File: src/asr_pkg.sv
// Package: constants and types of the converter control and readout block
package asr_pkg;

  // ------------------------------------------------------------
  // Sizes
  // ------------------------------------------------------------
  localparam int unsigned NUM_CHAN    = 8;
  localparam int unsigned SAMPLE_BITS = 24;
  localparam int unsigned FIFO_DEPTH  = 8;
  localparam int unsigned FIFO_WIDTH  = SAMPLE_BITS + 3;

  // ------------------------------------------------------------
  // Timing, in conversion periods and clock cycles
  // ------------------------------------------------------------
  localparam int unsigned CLK_PERIOD_NS        = 20;
  localparam int unsigned RESTART_PULSE_MIN    = 1;   // CLK periods
  localparam int unsigned POWERDOWN_PULSE_MIN  = 2;   // CLK periods
  localparam int unsigned SETTLE_SPI_SYNC      = 129; // Conversions
  localparam int unsigned SETTLE_FS_SYNC       = 128;
  localparam int unsigned SETTLE_SPI_PWUP      = 130;
  localparam int unsigned SETTLE_FS_PWUP       = 129;
  localparam int unsigned CONV_PERIOD_CLKS     = 256; // Clocks per conversion

  localparam logic [7:0] PDN_CNT_MAX  = 8'(POWERDOWN_PULSE_MIN);
  localparam logic [7:0] SET_SPI_SYNC = 8'(SETTLE_SPI_SYNC);
  localparam logic [7:0] SET_FS_SYNC  = 8'(SETTLE_FS_SYNC);
  localparam logic [7:0] SET_SPI_PWUP = 8'(SETTLE_SPI_PWUP);
  localparam logic [7:0] SET_FS_PWUP  = 8'(SETTLE_FS_PWUP);
  localparam logic [4:0] BIT_LAST     = 5'(SAMPLE_BITS - 1);

  // ------------------------------------------------------------
  // Format selector codes
  // ------------------------------------------------------------
  localparam logic [2:0] FMT_SPI_TDM_DYN = 3'h0;
  localparam logic [2:0] FMT_SPI_TDM_FIX = 3'h1;
  localparam logic [2:0] FMT_SPI_DISC    = 3'h2;
  localparam logic [2:0] FMT_FS_TDM_DYN  = 3'h3;
  localparam logic [2:0] FMT_FS_TDM_FIX  = 3'h4;
  localparam logic [2:0] FMT_FS_DISC     = 3'h5;
  localparam logic [2:0] FMT_MOD         = 3'h6;

  typedef enum logic [1:0] {ASR_PROTO_SPI, ASR_PROTO_FS, ASR_PROTO_MOD, ASR_PROTO_IDLE} asr_proto_e;

  typedef enum {ASR_ST_HALT, ASR_ST_SETTLE, ASR_ST_RUN} asr_state_e;

endpackage : asr_pkg

File: src/asr_fifo.sv
// Sample FIFO with parameterised width and depth
`timescale 1ns/10ps
module asr_fifo
#(
  parameter int unsigned WIDTH = 8,
  parameter int unsigned DEPTH = 8
)
(
  input  wire logic             clock,
  input  wire logic             srst,
  input  wire logic [WIDTH-1:0] in_data,
  input  wire logic             in_valid,
  output logic                  in_ready,
  output logic      [WIDTH-1:0] out_data,
  output logic                  out_valid,
  input  wire logic             out_ready
);

  localparam int unsigned AW = $clog2(DEPTH);

  logic [WIDTH-1:0] mem [DEPTH];
  logic [AW:0]      wr_q;
  logic [AW:0]      rd_q;
  logic             push;
  logic             pop;
  logic             ready_q;
  logic [AW:0]      wr_d;
  logic [AW:0]      rd_d;

  // ------------------------------------------------------------
  // Flags
  // ------------------------------------------------------------
  // Ready is a register so the top's ready output comes from a flop
  assign in_ready  = ready_q;
  assign out_valid = (wr_q != rd_q);
  assign out_data  = mem[rd_q[AW-1:0]];
  assign push      = in_valid && in_ready;
  assign pop       = out_valid && out_ready;

  // Next pointers, used only to look ahead for the full flag
  always_comb
  begin
    wr_d = push ? wr_q + 1'b1 : wr_q;
    rd_d = pop ? rd_q + 1'b1 : rd_q;
  end

  // Pointers and storage
  always_ff @(posedge clock)
  begin
    if (srst)
    begin
      wr_q    <= '0;
      rd_q    <= '0;
      ready_q <= 1'b1;
    end
    else
    begin
      if (push)
      begin
        mem[wr_q[AW-1:0]] <= in_data;
        wr_q              <= wr_q + 1'b1;
      end
      if (pop)
        rd_q <= rd_q + 1'b1;
      // Full when pointers differ only in the wrap bit
      ready_q <= !((wr_d[AW] != rd_d[AW]) && (wr_d[AW-1:0] == rd_d[AW-1:0]));
    end
  end

endmodule : asr_fifo

File: src/asr_readout.sv
// Top: restart, power-down, format decode and serial readout of the converter
//
// Operation
// RULE1 - Restart strobe low halts all channels and clears filter counters.
// RULE2 - Restart strobe high resumes all channels together on the master clock.
// RULE3 - Controller holds restart strobe low at least one clock period.
// RULE4 - SPI: ready high at restart low, low when data valid, within 129 conversions.
// RULE5 - Frame mode: outputs low from restart until valid, 127 to 128 conversions.
// RULE6 - Frame mode: controller keeps clocks running, re-pulses restart if they stop.
// RULE7 - Controller should pulse restart again after power-on once data appears.
// RULE8 - Channel powers down when its input stays low two clocks; up when high.
// RULE9 - All channels down gives micro-power state, outputs still driven.
// RULE10 - Powered-up channel valid after 129-130 (SPI) or 128-129 (frame) conversions.
// RULE11 - Powered-up channels come out aligned, no restart pulse needed.
// RULE12 - Fixed TDM slots carry zeros when down; dynamic slots pack downward.
// RULE13 - Discrete mode: powered-down channel output is always zero.
// RULE14 - Dynamic TDM: new channel joins frame only when its data is ready.
// RULE15 - Three-bit format selector decodes protocol, output mode and slot mode.
// RULE16 - SPI read-only; falling ready marks data, MSB first on falling serial clock.
// RULE17 - Controller must not use SPI above 27 MHz master clock.
// RULE18 - Chain input captured on each falling serial clock edge.
// RULE19 - Controller captures output bits on rising serial clock edge.
// RULE20 - Serial clock up to master clock; may stop between conversions in SPI.
// RULE21 - Controller waits one clock after ready falls before first rising edge.
// RULE22 - Serial clock ratio to master clock should be power of two.
// RULE23 - SPI ready returns high on first falling edge; pulses high before next data.
// RULE24 - New data loaded one clock before ready falls, overwriting unread data; here the load and the ready fall share one clock.
// RULE25 - Reserved selector code 111 holds serial outputs idle low.
`timescale 1ns/10ps
module asr_readout
  import asr_pkg::*;
(
  input  wire logic                   clock,
  input  wire logic                   srst,
  input  wire logic                   restart_n,
  input  wire logic [NUM_CHAN-1:0]    chan_power_down_n,
  input  wire logic [2:0]             format_sel,
  input  wire logic                   sclk,
  input  wire logic                   frame_strobe,
  input  wire logic                   chain_in,
  input  wire logic [SAMPLE_BITS-1:0] sample_data,
  input  wire logic [2:0]             sample_chan,
  input  wire logic                   sample_valid,
  output logic                        sample_ready,
  output logic                        data_ready_n,
  output logic [NUM_CHAN-1:0]         dout,
  output logic                        micro_power,
  output logic [NUM_CHAN-1:0]         chan_active,
  output logic                        conv_run
);

  // ------------------------------------------------------------
  // State
  // ------------------------------------------------------------
  typedef struct packed {
    logic [1:0]                         rst_s;
    logic [1:0]                         sclk_s;
    logic [1:0]                         fs_s;
    logic [1:0]                         chn_s;
    logic [NUM_CHAN-1:0]                pd_s1;
    logic [NUM_CHAN-1:0]                pd_s2;
    logic                               sclk_prev;
    logic                               fs_prev;
    logic [NUM_CHAN*2-1:0]              pdn_cnt;
    logic [NUM_CHAN-1:0]                pdn;
    logic [NUM_CHAN-1:0]                ready;
    logic [NUM_CHAN*8-1:0]              wait_cnt;
    asr_state_e                         st;
    logic [7:0]                         settle;
    logic [7:0]                         div;
    logic [NUM_CHAN*SAMPLE_BITS-1:0]    latest;
    logic [NUM_CHAN*SAMPLE_BITS-1:0]    shreg;
    logic [NUM_CHAN-1:0]                slot_en;
    logic [2:0]                         slot;
    logic [4:0]                         bitn;
    logic                               chain_phase;
    logic                               data_ready_n_n;
    logic [NUM_CHAN-1:0]                dout;
    logic                               micro;
    logic                               run;
  } asr_state_s;

  asr_state_s       s_q;
  asr_state_s       s_d;
  asr_proto_e       proto;
  logic             tdm;
  logic             dyn;
  logic             sclk_fall;
  logic             fs_rise;
  logic             conv_tick;
  logic [FIFO_WIDTH-1:0] f_data;
  logic             f_valid;
  logic             f_pop;

  // ------------------------------------------------------------
  // Format decode
  // ------------------------------------------------------------
  function automatic asr_proto_e fmt_proto(input logic [2:0] f);
    case (f)
      FMT_SPI_TDM_DYN, FMT_SPI_TDM_FIX, FMT_SPI_DISC: fmt_proto = ASR_PROTO_SPI;
      FMT_FS_TDM_DYN, FMT_FS_TDM_FIX, FMT_FS_DISC:    fmt_proto = ASR_PROTO_FS;
      FMT_MOD:                                        fmt_proto = ASR_PROTO_MOD;
      default:                                        fmt_proto = ASR_PROTO_IDLE;
    endcase
  endfunction : fmt_proto

  // Next active channel at or above a slot, honouring the slot enables
  function automatic logic [3:0] next_slot(input logic [NUM_CHAN-1:0] en, input logic [3:0] from);
    next_slot = 4'(NUM_CHAN);
    for (int i = NUM_CHAN - 1; i >= 0; i--)
      if (en[i] && (4'(i) >= from))
        next_slot = 4'(i);
  endfunction : next_slot

  always_comb
  begin
    proto = fmt_proto(format_sel); // RULE15
    tdm   = (format_sel == FMT_SPI_TDM_DYN) || (format_sel == FMT_SPI_TDM_FIX) ||
            (format_sel == FMT_FS_TDM_DYN) || (format_sel == FMT_FS_TDM_FIX); // RULE15
    dyn   = (format_sel == FMT_SPI_TDM_DYN) || (format_sel == FMT_FS_TDM_DYN); // RULE15
  end

  // Edge detection only on the second synchroniser stage
  assign sclk_fall = s_q.sclk_prev && !s_q.sclk_s[1];
  assign fs_rise   = !s_q.fs_prev && s_q.fs_s[1];
  assign conv_tick = (s_q.div == 8'(CONV_PERIOD_CLKS - 1));

  // ------------------------------------------------------------
  // Sample FIFO: converter results wait here until a conversion tick
  // ------------------------------------------------------------
  // One word per conversion; a halt empties the FIFO through its reset
  assign f_pop = conv_tick && (s_q.st == ASR_ST_RUN);

  asr_fifo #(
    .WIDTH (FIFO_WIDTH),
    .DEPTH (FIFO_DEPTH)
  ) u_fifo (
    .clock     (clock),
    .srst      (srst || (s_q.st == ASR_ST_HALT)),
    .in_data   ({sample_chan, sample_data}),
    .in_valid  (sample_valid),
    .in_ready  (sample_ready),
    .out_data  (f_data),
    .out_valid (f_valid),
    .out_ready (f_pop)
  );

  // ------------------------------------------------------------
  // Next state
  // ------------------------------------------------------------
  always_comb
  begin
    logic [3:0] nxt;
    logic [7:0] wc;
    logic [1:0] pc;
    logic       spi;
    nxt = '0;
    wc  = '0;
    pc  = '0;
    spi = (proto == ASR_PROTO_SPI);
    s_d = s_q;

    // Two-stage synchronisers for restart, serial clock, strobe, chain and power-down inputs
    s_d.rst_s     = {s_q.rst_s[0], restart_n};
    s_d.sclk_s    = {s_q.sclk_s[0], sclk};
    s_d.fs_s      = {s_q.fs_s[0], frame_strobe};
    s_d.chn_s     = {s_q.chn_s[0], chain_in};
    s_d.pd_s1     = chan_power_down_n;
    s_d.pd_s2     = s_q.pd_s1;
    s_d.sclk_prev = s_q.sclk_s[1];
    s_d.fs_prev   = s_q.fs_s[1];

    // Power-down: low for the minimum width enters, high leaves at once
    for (int c = 0; c < NUM_CHAN; c++)
    begin
      pc = s_q.pdn_cnt[c*2 +: 2];
      if (s_q.pd_s2[c])
      begin
        pc         = '0;
        s_d.pdn[c] = 1'b0; // RULE8
      end
      else if (2'(pc) != PDN_CNT_MAX[1:0])
        pc = pc + 2'h1;
      if (!s_q.pd_s2[c] && (pc == PDN_CNT_MAX[1:0]))
        s_d.pdn[c] = 1'b1; // RULE8
      s_d.pdn_cnt[c*2 +: 2] = pc;
    end
    s_d.micro = &s_q.pdn; // RULE9

    // Conversion timebase shared by all channels keeps them aligned
    s_d.div = conv_tick ? 8'h00 : s_q.div + 8'h01; // RULE11

    // Per-channel wake-up latency
    for (int c = 0; c < NUM_CHAN; c++)
    begin
      wc = s_q.wait_cnt[c*8 +: 8];
      if (s_q.pdn[c])
      begin
        s_d.ready[c] = 1'b0;
        wc           = spi ? SET_SPI_PWUP : SET_FS_PWUP; // RULE10
      end
      else if (conv_tick && !s_q.ready[c] && (s_q.st == ASR_ST_RUN))
      begin
        if (wc <= 8'h01)
          s_d.ready[c] = 1'b1; // RULE10 RULE11
        else
          wc = wc - 8'h01;
      end
      s_d.wait_cnt[c*8 +: 8] = wc;
    end

    // Restart sequencing
    case (s_q.st)
      ASR_ST_HALT:
      begin
        s_d.div = '0; // RULE1
        if (s_q.rst_s[1])
        begin
          s_d.st     = ASR_ST_SETTLE; // RULE2
          s_d.settle = spi ? SET_SPI_SYNC : SET_FS_SYNC;
        end
      end
      ASR_ST_SETTLE:
      begin
        if (conv_tick)
        begin
          if (s_q.settle <= 8'h01)
          begin
            s_d.st    = ASR_ST_RUN;
            s_d.ready = ~s_q.pdn; // RULE4 RULE5
          end
          else
            s_d.settle = s_q.settle - 8'h01;
        end
      end
      ASR_ST_RUN: ;
      default: s_d.st = ASR_ST_HALT;
    endcase
    if (!s_q.rst_s[1])
    begin
      s_d.st       = ASR_ST_HALT; // RULE1
      s_d.ready    = '0;
      s_d.wait_cnt = {NUM_CHAN{SET_SPI_PWUP}};
      s_d.data_ready_n_n   = 1'b1; // RULE4
      s_d.dout     = '0; // RULE5
      s_d.latest   = '0;
    end

    // Latest result per channel
    if (f_pop && f_valid)
      s_d.latest[f_data[SAMPLE_BITS +: 3]*SAMPLE_BITS +: SAMPLE_BITS] = f_data[SAMPLE_BITS-1:0];

    // Frame load: SPI on the conversion tick, frame mode on strobe rise
    if ((s_q.st == ASR_ST_RUN) && ((spi && conv_tick) || ((proto == ASR_PROTO_FS) && fs_rise)))
    begin
      for (int c = 0; c < NUM_CHAN; c++)
        s_d.shreg[c*SAMPLE_BITS +: SAMPLE_BITS] =
          s_q.ready[c] ? s_q.latest[c*SAMPLE_BITS +: SAMPLE_BITS] : '0; // RULE12 RULE13 RULE24
      s_d.slot_en     = dyn ? s_q.ready : {NUM_CHAN{1'b1}}; // RULE12 RULE14
      nxt             = next_slot(s_d.slot_en, 4'h0);
      s_d.slot        = nxt[2:0];
      s_d.chain_phase = nxt[3];
      s_d.bitn        = '0;
      s_d.data_ready_n_n      = !spi; // RULE16
    end
    else if (sclk_fall)
    begin
      s_d.data_ready_n_n = 1'b1; // RULE23
      // Shift MSB first, chain bits enter at the bottom of channel 0
      // TDM moves only the slot on the pin; shifting the rest
      // would empty later slots before their turn
      for (int c = 0; c < NUM_CHAN; c++)
        if (!tdm || (3'(c) == s_q.slot))
          s_d.shreg[c*SAMPLE_BITS +: SAMPLE_BITS] =
            {s_q.shreg[c*SAMPLE_BITS +: SAMPLE_BITS-1], (c == 0) ? s_q.chn_s[1] : 1'b0}; // RULE16 RULE18
      if (tdm && !s_q.chain_phase && (s_q.bitn == BIT_LAST))
      begin
        nxt             = next_slot(s_q.slot_en, 4'(s_q.slot) + 4'h1); // RULE12
        s_d.slot        = nxt[2:0];
        s_d.chain_phase = nxt[3];
        s_d.bitn        = '0;
      end
      else if (s_q.bitn != BIT_LAST)
        s_d.bitn = s_q.bitn + 5'h01;
    end

    // Pulse high before the next load; a shift in this cycle is kept
    if ((s_q.st == ASR_ST_RUN) && spi && (s_q.div == 8'(CONV_PERIOD_CLKS - 2)))
      s_d.data_ready_n_n = 1'b1; // RULE23

    // Output pins
    if (s_q.st != ASR_ST_RUN)
      s_d.dout = '0; // RULE5
    else if (proto == ASR_PROTO_MOD || proto == ASR_PROTO_IDLE)
      s_d.dout = '0; // RULE25
    else if (tdm)
    begin
      s_d.dout = '0;
      // After the last slot the chain input streams through directly
      s_d.dout[0] = s_d.chain_phase ? s_q.chn_s[1] :
                    s_d.shreg[32'(s_d.slot)*SAMPLE_BITS + SAMPLE_BITS - 1]; // RULE12 RULE14
    end
    else
      for (int c = 0; c < NUM_CHAN; c++)
        s_d.dout[c] = s_q.ready[c] && s_d.shreg[c*SAMPLE_BITS + SAMPLE_BITS - 1]; // RULE13
    if (s_q.micro)
      s_d.dout = '0; // RULE9
    if (!spi)
      s_d.data_ready_n_n = 1'b1;
    // Run flag kept in its own flop so the output needs no decode
    s_d.run = (s_d.st == ASR_ST_RUN); // RULE2
  end

  // ------------------------------------------------------------
  // Register
  // ------------------------------------------------------------
  always_ff @(posedge clock)
  begin
    if (srst)
    begin
      s_q          <= '0;
      s_q.st       <= ASR_ST_HALT;
      s_q.data_ready_n_n   <= 1'b1;
      s_q.wait_cnt <= {NUM_CHAN{SET_SPI_PWUP}};
      // Power-down pins idle high; a zero here would fake a power-down after reset
      s_q.pd_s1    <= '1;
      s_q.pd_s2    <= '1;
    end
    else
      s_q <= s_d;
  end

  // Outputs straight from flip-flops
  // Sample ready comes from the register inside the FIFO
  assign data_ready_n = s_q.data_ready_n_n;
  assign dout         = s_q.dout;
  assign micro_power  = s_q.micro;
  assign chan_active  = s_q.ready;
  assign conv_run     = s_q.run;

endmodule : asr_readout

File: config.mk
export PLATFORM = sky130hd
export DESIGN_NAME = asr_readout
export DESIGN_NICKNAME = d
export VERILOG_FILES = /design/src/asr_pkg.sv /design/src/asr_fifo.sv /design/src/asr_readout.sv
export SDC_FILE = /design/constraint.sdc
export NUM_CORES = 1
export LEC_CHECK = 0
export BUFFER_PORTS_ARGS = -buffer_cell sky130_fd_sc_hd__buf_2
export CAP_MARGIN = 10
export CELL_PAD_IN_SITES_DETAIL_PLACEMENT = 0
export CELL_PAD_IN_SITES_GLOBAL_PLACEMENT = 1
export CORE_MARGIN = 1
export CORE_UTILIZATION = 53
export CTS_CLUSTER_DIAMETER = 40
export CTS_CLUSTER_SIZE = 16
export DETAILED_ROUTE_END_ITERATION = 8
export HOLD_SLACK_MARGIN = 0.08
export PLACE_DENSITY_LB_ADDON = 0.1
export SLEW_MARGIN = 20
export SYNTH_ARGS = -nofsm -noshare
export SYNTH_HDL_FRONTEND = slang
export SYNTH_SLANG_ARGS = --single-unit
export TNS_END_PERCENT = 5
File: constraint.sdc
create_clock -name clock -period 18.13 [get_ports clock]
set_clock_uncertainty 0.1 [all_clocks]
set_input_delay 0.9065 -clock clock [delete_from_list [all_inputs] [get_ports clock]]
set_output_delay 0.9065 -clock clock [all_outputs]
set_load 0.005 [all_outputs]
# Word-level counts from Yosys, hierarchy flattened
# Memories as Yosys holds them, arrays and structs flattened. A register that Yosys moved wholly into a read port is not among the register bits.
# Cells that the tools add are included.
# Widths: inputs -> output; s select.
# totals
regBits	591
ram_bits	216
in_bits	45
output_inout_bits	20
elab_cells	430
n_memories	1
# mem_list
memory	depth	width	read_ports	rd_clocked_by_memory_dff	write_ports	line_no	text
u_fifo.mem	8	27	1	1	1	asr_fifo.sv:21	logic [WIDTH-1:0] mem [DEPTH];
# classes
addsub	25
n_mul	2
order_cmp	18
eq_ne	56
shifts	2
muxes	148
n_bitwise	3
n_reduce_logical	132
# op_table
op	n
$mux 192	4
$mux 24	16
$mux 8	29
$bwmux 192	1
$shift 24x34->192 const A	1
$shiftx 24x34->192	1
$pmux 32 s3	1
$mux 40	2
$le 8x1->1 const B	9
$mux 4	18
$sub 8x1->8 const B	9
$eq 32x3->1 const B	2
$logic_not 32->1	2
$mux 32	2
$logic_and 1x1->1	53
$mux 1	48
$ne 2x2->1 const B	19
$reduce_bool 2->1	18
$mux 2	17
$neg 8->34	1
$eq 32x1->1 const B	1
$eq 32x2->1 const B	1
$lt 32x9->1 const B	1
$ne 32x3->1 const B	1
other kinds (46)	129

# Longest topological paths before layout
# Gate-level depths: netlist of run 1.
# logic_depth
word_depth	21
mapped_depth	23
ltp_nobuf	20

# Cells and area by module
# From an unflattened synthesis of run 1, not the netlist that was laid out.
# unflattened
cells_unflattened	3693
area_unflattened_um2	35351.4
# modules_own_cells
mod	instances	cells_per_inst	area_per_inst_um2	seq_area_each_um2
asr_readout	1	3300	26641.8	11651.2
asr_fifo	1	393	8709.6	6666.4

# Worst setup path after synthesis of run 1
# OpenSTA, ideal clock, no wires.
# synth_path
kind	reg-to-reg
startpoint	register u_fifo.rd_q[0]
endpoint	register s_q[308] (netlist name)
setup_ns	0.132
arrival_ns	5.714
required_time_ns	17.898
path_slack_ns	12.184
path_stages_with_launch	20
n_path_buf	5
synth_period_minus_slack_ns	5.946
cell_sequence	dfxtp_1 buf_4 buf_1 buf_2 mux4_2 mux2i_1 inv_1 ha_1 fa_1 xnor2_4 nor3b_1 ha_1 clkbuf_1 inv_1 nor3_1 nand2_1 or3_1 clkbuf_1 nand3_1 a21oi_1
# synth_via
elab_chain_len	3
# synth_rtl
element	line_no	text
start: declaration	asr_fifo.sv:23	logic [AW:0] rd_q;
start signal: assignment	asr_fifo.sv:64	rd_q <= rd_q + 1'b1;
$ne 4x4->1	asr_fifo.sv:35	assign out_valid = (wr_q != rd_q);
$logic_and 1x1->1	asr_readout.sv:250	if (f_pop && f_valid)
$mux 192	asr_readout.sv:250	
end: declaration	asr_readout.sv:83	asr_state_s s_q;
# No other way between the ends.
# A chain may end at the register's enable or synchronous reset.

# Final worst setup path of run 1
# layout_path
startpoint	register u_fifo.rd_q[0]
endpoint	register s_q[332] (netlist name)
# Same word-level chain as after synthesis.

==> results of run 1 <==
path summary, 6_finish.rpt:
kind	from	end	slack, ns	depth (start not counted)
worst min-delay path	chan_power_down_n[7]	s_d[565]$_SDFF_PP1_	0.31	2
worst min register to register	s_d[563]$_SDFF_PP1_	s_q[563]$_SDFF_PP1_	0.31	1
worst max-delay path	u_fifo.rd_q[0]$_SDFF_PP0_	s_q[332]$_SDFF_PP0_	11.73	15
worst max register to register	u_fifo.rd_q[0]$_SDFF_PP0_	s_q[332]$_SDFF_PP0_	11.73	15
cell usage in the layout (no fill, tap or decap), drive strengths merged, types with 32 or more instances in the layout:
cell type and instances:
clkbuf 119, nor3 115, a21oi 207, nor2 525
a31oi 200, nand2 290, nor4 34, or3 39
edfxtp 216, buf 122, ha 49, xor2 42
xnor2 45, mux4 54, inv 94, nand2b 32
dfxtp 591, nand3 217, o22ai 51, mux2i 222
o21ai 111
registers in the layout, summed over array words and instances (netlist names):
register,count
u_fifo.rd_q,4
s_q,549
u_fifo.in_ready,1
s_d,14
data_ready_n,1
micro_power,1
conv_run,1
dout,8
chan_active,8
u_fifo.mem,216
u_fifo.wr_q,4
through the flow:
stage	power (mW)	area (sq um)	hold WS, ns	util	instances
after global placement	2.10	35800	0.291	0.554	4322
after CTS	4.37	39800	0.274	0.616	4537
after detailed placement	2.11	35800	0.296	0.554	4322
after floorplan	2.02	34900	0.289	-	3609
final	4.35	39900	0.307	0.616	4539
after global routing	4.46	39800	0.287	0.616	4538
power by group through the flow:
stage | Clock (mW) | Combinational [mW] | Sequential, mW
finish | 2.27 | 0.206 | 1.87
global route | 2.38 | 0.215 | 1.87
CTS | 2.30 | 0.199 | 1.87
detailed placement | 0 | 0.198 | 1.91
global placement | 0 | 0.196 | 1.91
floorplan | 0 | 0.115 | 1.91
cell families (layout without fill, tap and decap cells):
group           count (synthesis)  after routing  share of synthesized area
compound gates                648            648                      0.110
xor+xnor                       87             87                     0.0227
fa+ha+maj                      51             51                     0.0188
buf+inv                       326            399                     0.0376
flops                         807            807                      0.527
mux                           288            288                      0.103
other cells                     1             32                   0.000108
simple gates                 1372           1372                      0.180
metal layers:
| layer | vias up | global-route usage |
|---|---|---|
| met5 | - | 0 |
| met4 | 2 | 0.114 |
| met3 | 219 | 0.0525 |
| met2 | 1005 | 0.473 |
| met1 | 13200 | 0.397 |
| li1 | 12800 | - |
area by class of cell:
type                            count  area, sq um  area share
Antenna cell                        2         5.00    0.000126
Clock buffer                      119         2890      0.0725
Clock inverter                     96         1120      0.0282
Inverter                           62          233     0.00584
Multi-Input combinational cell   2476        15400       0.387
Sequential cell                   807        18300       0.460
Tap cell                          855         1070      0.0268
Timing Repair Buffer              122          778      0.0195
==> run metrics, run 1 <==
Gates resized, CTS repair 0; Pleak 14.2 nW; final worst-path cycle share 0.353; met3 wire length 6920 microns; DR iter-0 viols 2464; top layer in use met5; clock buffer depth 3; pre-CTS setup slack 11.96 ns; Syn Area/Cell 9.71 sq um; Synth-to-Final Area Change 14.6%; CTS Buf Count 113; Largest stage delay, worst path 0.64 ns; H-Tree Depth 3; wl on met1 42200 microns; Worst-Skew Late Latency 0.69 ns; sequential power share 0.430; worst hold-check path type input pin to flop; crit path kind flop to flop; Antenna Violating Nets Remaining 0; Final WS setup 11.73 ns; Cell Int Power 3.27 mW; Port Buf Inserts 64; first-pass GRT wire length 152000 microns; Synth cell types between 80 and 90; Post-synth ARST share 0; outcome finished clean; Slowest cell on crit path nor3_1; detailed-placement wirelength estimate 65100 microns; Slew Viols, Final 0; Clock transition at path regs 0.06 ns; initial core utilization 0.537; Routed WL slightly below 100000 microns; WP buf/inv 3; Worst EP arrival between 6 and 7 ns; Fin Setup TNS 0 ns; fin nets 3678; DR pass1 iterations 8; io pins 65; largest net degree at the start of global routing 212; Synth Flop Type dfxtp_1; NetSw about 1.1 mW; mean number of vias per cell roughly 6; gp weighted congestion ~1.0; PwrDens 109 mW/mm^2; slew margin rel. 0.198; Root Driver clkbuf_16; Post-Syn Area 0.0348 sq mm; CTS tree built; WL/cell 21.8 microns; max-cap violations 0; full die area 0.0666 sq mm; synth cell count leaders dfxtp_1, nor2_1, nand2_1; critical path required time 18.60 ns; worst vdd ir 99.0 uV; share of cells above drive strength 1 0.128; FF+latch count, synth 807; Worst setup EP type flop; top cell type's share of synthesized area 0.340; fillcell total 5426; num rows between 90 and 100; FMAX approximately 160 MHz; min Tclk post-route 6.40 ns; initial antenna violation count 4; met2 wire length roughly 46000 microns; core region area 0.0647 sq mm; vias in the first global route approximately 26000; sequential area share after synthesis 0.527; Synth Instances ~3600; die extent in y about 260 microns; unrepaired setup endpoints after global routing false; die width about 260 microns; number of flops mapped to enable cells by yosys 216; final setup vio count 0; Yosys top cell by area dfxtp_1; Worst Max-Slew Pin Slew roughly 1.2 ns; gr usage total 0.295; Worst Setup Start Kind flop; delay-heaviest family, CP simple AND/OR/NAND/NOR gates; Sw Ratio 0.248; Final Hold Vio Count 0; GR Overflow Total 0; CP max FO 45; number of clock sinks 807; Comb power frac 0.047; YS warnings 0; routed vias 27200; post-CTS repair timing setup buffer count 0; DRC 0; most common cell in the netlist dfxtp_1; Clk pwr share 0.522; Area contributors post-synth dfxtp_1, edfxtp_1, mux2i_1; Hold Buf Count CTS 0; critical path cell sequence mux4_2 -> mux2i_4 -> buf_4 -> inv_2 -> ha_1 -> fa_1 -> xnor2_4 -> nor3b_1 -> ha_1 -> inv_1 -> nor3_1 -> nand2_1 -> nor2_1 -> nand2_1 -> a21oi_1
Note: power is estimated with default switching activity, not from simulation.
==> run 2, diff against run 1 <==
CORE_UTILIZATION = 45   (was 53)
clock period = 5.4 ns   (was 18.13 ns; I/O delays follow)
==> run 2 against run 1 <==
Register-to-register slack got worse by 12 ns; sequential share of layout area decreased by 1.4 points; worst hold slack got worse by 0.16 ns; clock-buffer cell count increased by 24; combinational power increased to 3.6 times the previous value; critical path type unchanged; largest cell class unchanged; highest routed layer unchanged.
==> run metrics, run 2 (synthesized netlist as in run 1, its figures left out) <==
outcome finished clean (unchanged); Routed WL 100000 microns (was 98800 microns); unrepaired setup endpoints after global routing true (was false); Root Driver clkbuf_16 (unchanged); largest net degree at the start of global routing 188 (was 212); DR pass1 iterations 5 (was 8); sequential power share 0.413 (was 0.430); Final Hold Vio Count 0 (unchanged); max-cap violations 0 (unchanged); worst hold-check path type input pin to flop (unchanged); most frequent cells in the layout dfxtp_1, nor2_1, nand2_1 (unchanged); CTS Buf Count 119 (was 113); clock buffer depth 3 (unchanged); NetSw 3.55 mW (was 1.08 mW); PwrDens 370 mW/mm^2 (was 109 mW/mm^2); share of cells above drive strength 1 0.135 (was 0.128); number of flip-flops under the largest register name 549 (unchanged); WL/cell 20.8 microns (was 21.8 microns); Antenna Violating Nets Remaining 0 (unchanged); GR Overflow Total 0 (unchanged); Worst Setup Start Kind flop (unchanged); io pins 65 (unchanged); die extent in y 280 microns (was 258 microns); Sw Ratio 0.234 (was 0.248); mean number of vias per cell 5.60 (was 6.00); Final WS setup 0.143 ns (was 11.73 ns); initial core utilization 0.456 (was 0.537); Cell Int Power 11.6 mW (was 3.27 mW); final setup vio count 0 (unchanged); Port Buf Inserts 64 (unchanged); crit path kind flop to flop (unchanged); most common cell after layout, fill and taps aside dfxtp_1 (unchanged); CP max FO 10 (was 45); final non-filler cell area 0.0411 sq mm (was 0.0399 sq mm); Pleak 14.8 nW (was 14.2 nW); fillcell total 6781 (was 5426); num rows 101 (was 93); critical path startpoint s_q[18]$_SDFF_PP0_ (was u_fifo.rd_q[0]$_SDFF_PP0_); Synth-to-Final Area Change 18.3% (was 14.6%); gp weighted congestion 0.902 (was 1.04); Comb power frac 0.048 (was 0.047); detailed-placement wirelength estimate 67000 microns (was 65100 microns); CTS tree built (unchanged); vias in the first global route 26300 (was 25800); Worst Max-Slew Pin Slew 1.06 ns (was 1.20 ns); full die area 0.0784 sq mm (was 0.0666 sq mm); H-Tree Depth 3 (unchanged); Worst setup EP type flop (unchanged); first-pass GRT wire length 155000 microns (was 152000 microns); Worst EP arrival 5.69 ns (was 6.88 ns); gr usage total 0.255 (was 0.295); critical path required time 5.84 ns (was 18.60 ns); fin cells 4802 (was 4539); total power 15.2 mW (was 4.35 mW); dpl cells 4530 (was 4322); DR iter-0 viols 1898 (was 2464); core region area 0.0762 sq mm (was 0.0647 sq mm); number of clock sinks 807 (unchanged); area post-placement 0.0363 sq mm (was 0.0358 sq mm); FMAX 190 MHz (was 156 MHz); Worst Hold Launch format_sel[0] (was chan_power_down_n[7]); Worst-Skew Late Latency 0.70 ns (was 0.69 ns); R2R Path Start s_q[18]$_SDFF_PP0_ (was u_fifo.rd_q[0]$_SDFF_PP0_); fin nets 3764 (was 3678); pre-CTS setup slack -0.0181 ns (was 11.96 ns); routed vias 26900 (was 27200); Clock transition at path regs 0.05 ns (was 0.06 ns); ANT cells 0 (was 2); die width 280 microns (was 258 microns); worst vdd ir 317 uV (was 99.0 uV); DRC 0 (unchanged); min Tclk post-route 5.26 ns (was 6.40 ns); Clk pwr share 0.538 (was 0.522); initial antenna violation count 3 (was 4); final worst-path cycle share 0.973 (was 0.353); slew margin rel. 0.276 (was 0.198); largest register by flop count s_q (unchanged); Slew Viols, Final 0 (unchanged)
run 2: cell types whose count changed in the layout (fill, tap and decap cells not counted), sizes merged:
cell         previous run  this run
dlygate4sd3             0        47
diode                   2         0
bufinv                 11        18
inv                    94        85
clkbuf                119       143
clkinvlp               23        10
clkinv                 30        31
buf                   122       155
run 2: cell type report:
cell class | instances | area, sq um | share of cell area
tap | 1030 | 1290 | 0.0313
sequential | 807 | 18300 | 0.446
timing repair buffer | 202 | 1510 | 0.0368
multi-input combinational | 2476 | 15400 | 0.375
clock buffer | 143 | 3220 | 0.0783
clock inverter | 82 | 1110 | 0.0271
inverter | 62 | 233 | 0.00566
run 2: critical path: stages, from the launching register on:
cell and delay (ns):
dfxtp_1 0.52, ha_1 0.25, ha_1 0.34, and3b_1 0.21, o311ai_0 0.37, a311oi_2 0.15, o21ai_2 0.31, and2_2 0.37
inv_2 0.17, ha_1 0.25, fa_1 0.45, ha_1 0.45, a211oi_1 0.31, a2111oi_0 0.13, a31oi_1 0.25, nand4b_1 0.13
a31oi_1 0.35
run 2: what timing repair did:
item / in CTS / in global routing
hold endpoints to repair: 290 / 0
resized for setup: 2 / 4
buffers inserted: 0 / 0
setup endpoints to repair: 1 / 5
hold buffers: 47 / 0
pin swaps: 0 / 0
run 2: worst paths after layout:
path	to	slack, ns	cells past startpoint
max	dout[0]$_SDFF_PP0_	0.14	16
min	s_q[420]$_SDFFE_PP0P_	0.15	5
max reg2reg	dout[0]$_SDFF_PP0_	0.14	16
min reg2reg	s_q[561]$_SDFF_PP1_	0.30	1
run 2: stage by stage:
| step | hold slack [ns] | setup TNS, ns | util |
|---|---|---|---|
| 3_3_place_gp | 0.292 | -0.117 | 0.476 |
| 6_report | 0.146 | 0 | 0.540 |
| 4_1_cts | 0.104 | 0 | 0.540 |
| 5_1_grt | 0.173 | -0.0136 | 0.540 |
| 3_5_place_dp | 0.298 | -0.0181 | 0.476 |
| 2_1_floorplan | 0.269 | 0 | - |
run 2: routing by layer:
metal / up-vias / wire length, microns / global-route usage
li1: 13000 / - / -
met1: 13000 / 44900 / 0.343
met2: 744 / 47000 / 0.420
met3: 161 / 5640 / 0.0438
met4: 2 / 2460 / 0.0768
met5: - / 12 / 0
run 2: power groups by stage:
stage	logic (mW)	registers (mW)	clock network, mW
finish	0.734	6.28	8.18
global route	0.778	6.28	8.61
CTS	0.723	6.28	8.33
detailed placement	0.694	6.41	0
global placement	0.693	6.41	0
floorplan	0.387	6.40	0
==> run 3, diff against run 2 <==
RECOVER_POWER = 100   (was not set)
==> run 3 against run 2 <==
The run now ends with max-capacitance violations, max-slew violations left; cell count hardly changed; clock power barely moved; clock-buffer cell count stayed put; total power about the same; flip-flop and latch count did not move; highest routed layer unchanged.
==> run metrics, run 3 (synthesized netlist as in run 1, its figures left out) <==
largest net degree at the start of global routing 188 (unchanged); Fin Hold WS 0.144 ns (was 0.146 ns); worst vdd ir 311 uV (was 317 uV); DRC 0 (unchanged); fin cells 4803 (was 4802); number of clock sinks 807 (unchanged); Root Driver clkbuf_16 (unchanged); Clock transition at path regs 0.05 ns (about the same); PwrDens 370 mW/mm^2 (about the same); Worst EP arrival 5.69 ns (about the same); GR Overflow Total 0 (unchanged); failing checks max-capacitance violations, max-slew violations; Antenna Violating Nets Remaining 0 (unchanged); Worst-Skew Late Latency 0.70 ns (about the same); fin nets 3764 (unchanged); clock buffer depth 3 (unchanged); io pins 65 (unchanged); worst hold-check path type input pin to flop (unchanged); Worst Setup Start Kind flop (unchanged); Synth-to-Final Area Change 18.1% (was 18.3%); die width 280 microns (unchanged); Pleak 14.6 nW (was 14.8 nW); critical path startpoint s_q[18]$_SDFF_PP0_ (unchanged); Worst Max-Slew Pin Slew 2.99 ns (was 1.06 ns); gr usage total 0.255 (unchanged); initial antenna violation count 3 (unchanged); post-CTS repair timing setup buffer count 0 (unchanged); slew margin rel. -0.996 (was 0.276); CTS tree built (unchanged); max-cap violations 4 (was 0); final setup vio count 0 (unchanged); Worst Hold Launch format_sel[0] (unchanged); final worst-path cycle share 0.973 (about the same); full die area 0.0784 sq mm (unchanged); crit path kind flop to flop (unchanged); routed vias 26900 (about the same); Slew Viols, Final 286 (was 0); dpl cells 4530 (unchanged); R2R depth 16 (unchanged); unrepaired setup endpoints after global routing true (unchanged); outcome complete, but fails checks (was finished clean); R2R Path Start s_q[18]$_SDFF_PP0_ (unchanged); FMAX 190 MHz (about the same); largest register by flop count s_q (unchanged); Port Buf Inserts 64 (unchanged); vias in the first global route 26300 (unchanged); critical path required time 5.84 ns (about the same); WL/cell 20.8 microns (about the same); initial core utilization 0.456 (unchanged); number of flip-flops under the largest register name 549 (unchanged); die extent in y 280 microns (unchanged); Final Hold Vio Count 0 (unchanged); mean number of vias per cell 5.60 (about the same); CTS Buf Count 119 (unchanged); hold path cells 5 (unchanged); share of cells above drive strength 1 0.125 (was 0.135); post-layout util 0.539 (was 0.540); H-Tree Depth 3 (unchanged); first-pass GRT wire length 155000 microns (unchanged); min Tclk post-route 5.25 ns (was 5.26 ns); num rows 101 (unchanged); gp weighted congestion 0.902 (unchanged); most common cell after layout, fill and taps aside dfxtp_1 (unchanged); Routed WL 99900 microns (was 100000 microns); most frequent cells in the layout dfxtp_1, nor2_1, nand2_1 (unchanged); CP max FO 10 (unchanged); detailed-placement wirelength estimate 67000 microns (unchanged); DR pass1 iterations 5 (unchanged); DR iter-0 viols 1914 (was 1898); core region area 0.0762 sq mm (unchanged); Worst setup EP type flop (unchanged)
## run 3: layer usage
metal / wire [microns] / vias up / track usage / part of all wire
li1: - / 13000 / - / -
met1: 45200 / 13000 / 0.343 / 0.45
met2: 46900 / 718 / 0.420 / 0.47
met3: 5260 / 167 / 0.0438 / 0.053
met4: 2560 / 2 / 0.0768 / 0.026
met5: 12 / - / 0 / 0.00012
## run 3: worst max-delay path, cell delays in order (launching register included)
cell       delay [ns]
dfxtp_1          0.53
ha_1             0.26
ha_1             0.33
and3b_1          0.21
o311ai_0         0.37
a311oi_2         0.14
o21ai_2          0.32
and2_2           0.37
inv_2            0.16
ha_1             0.24
fa_1             0.45
ha_1             0.45
a211oi_1         0.30
a2111oi_0        0.13
a31oi_1          0.25
nand4b_1         0.13
a31oi_1          0.36
## run 3: worst paths after layout
path / end / slack (ns)
setup / recovery: dout[0]$_SDFF_PP0_ / 0.15
hold / removal: s_q[420]$_SDFFE_PP0P_ / 0.14
setup reg to reg: dout[0]$_SDFF_PP0_ / 0.15
hold reg to reg: s_q[561]$_SDFF_PP1_ / 0.30
## run 3: stage by stage
stage	instance area [sq um]	power, mW	setup TNS, ns	setup slack (ns)
floorplan	34900	6.79	0	0.00853
global placement	36300	7.10	-0.117	-0.117
detailed placement	36300	7.10	-0.0181	-0.0181
CTS	41100	15.3	0	0.0721
global route	41100	15.7	-0.0136	-0.0136
finish	41100	15.2	0	0.145
## run 3: repair_timing
action,CTS,global route
endpoints found under the hold margin,290,0
resized for setup,2,4
hold buffers,47,0
cloned,0,0
endpoints found under the setup margin,1,5
## run 3: layout make-up
class                      count  area, sq um
antenna                        1         2.50
clock buffer                 143         3220
clock inverter                82         1110
fill                        6794        35100
inverter                      62          233
multi-input combinational   2476        15400
sequential                   807        18300
tap                         1030         1290
timing repair buffer         202         1440
## run 3: power breakdown
group,internal (mW),switching (mW),total [mW]
registers,6.26,0.0229,6.28
logic,0.198,0.532,0.731
clock network,5.19,2.99,8.18
total,11.6,3.55,15.2
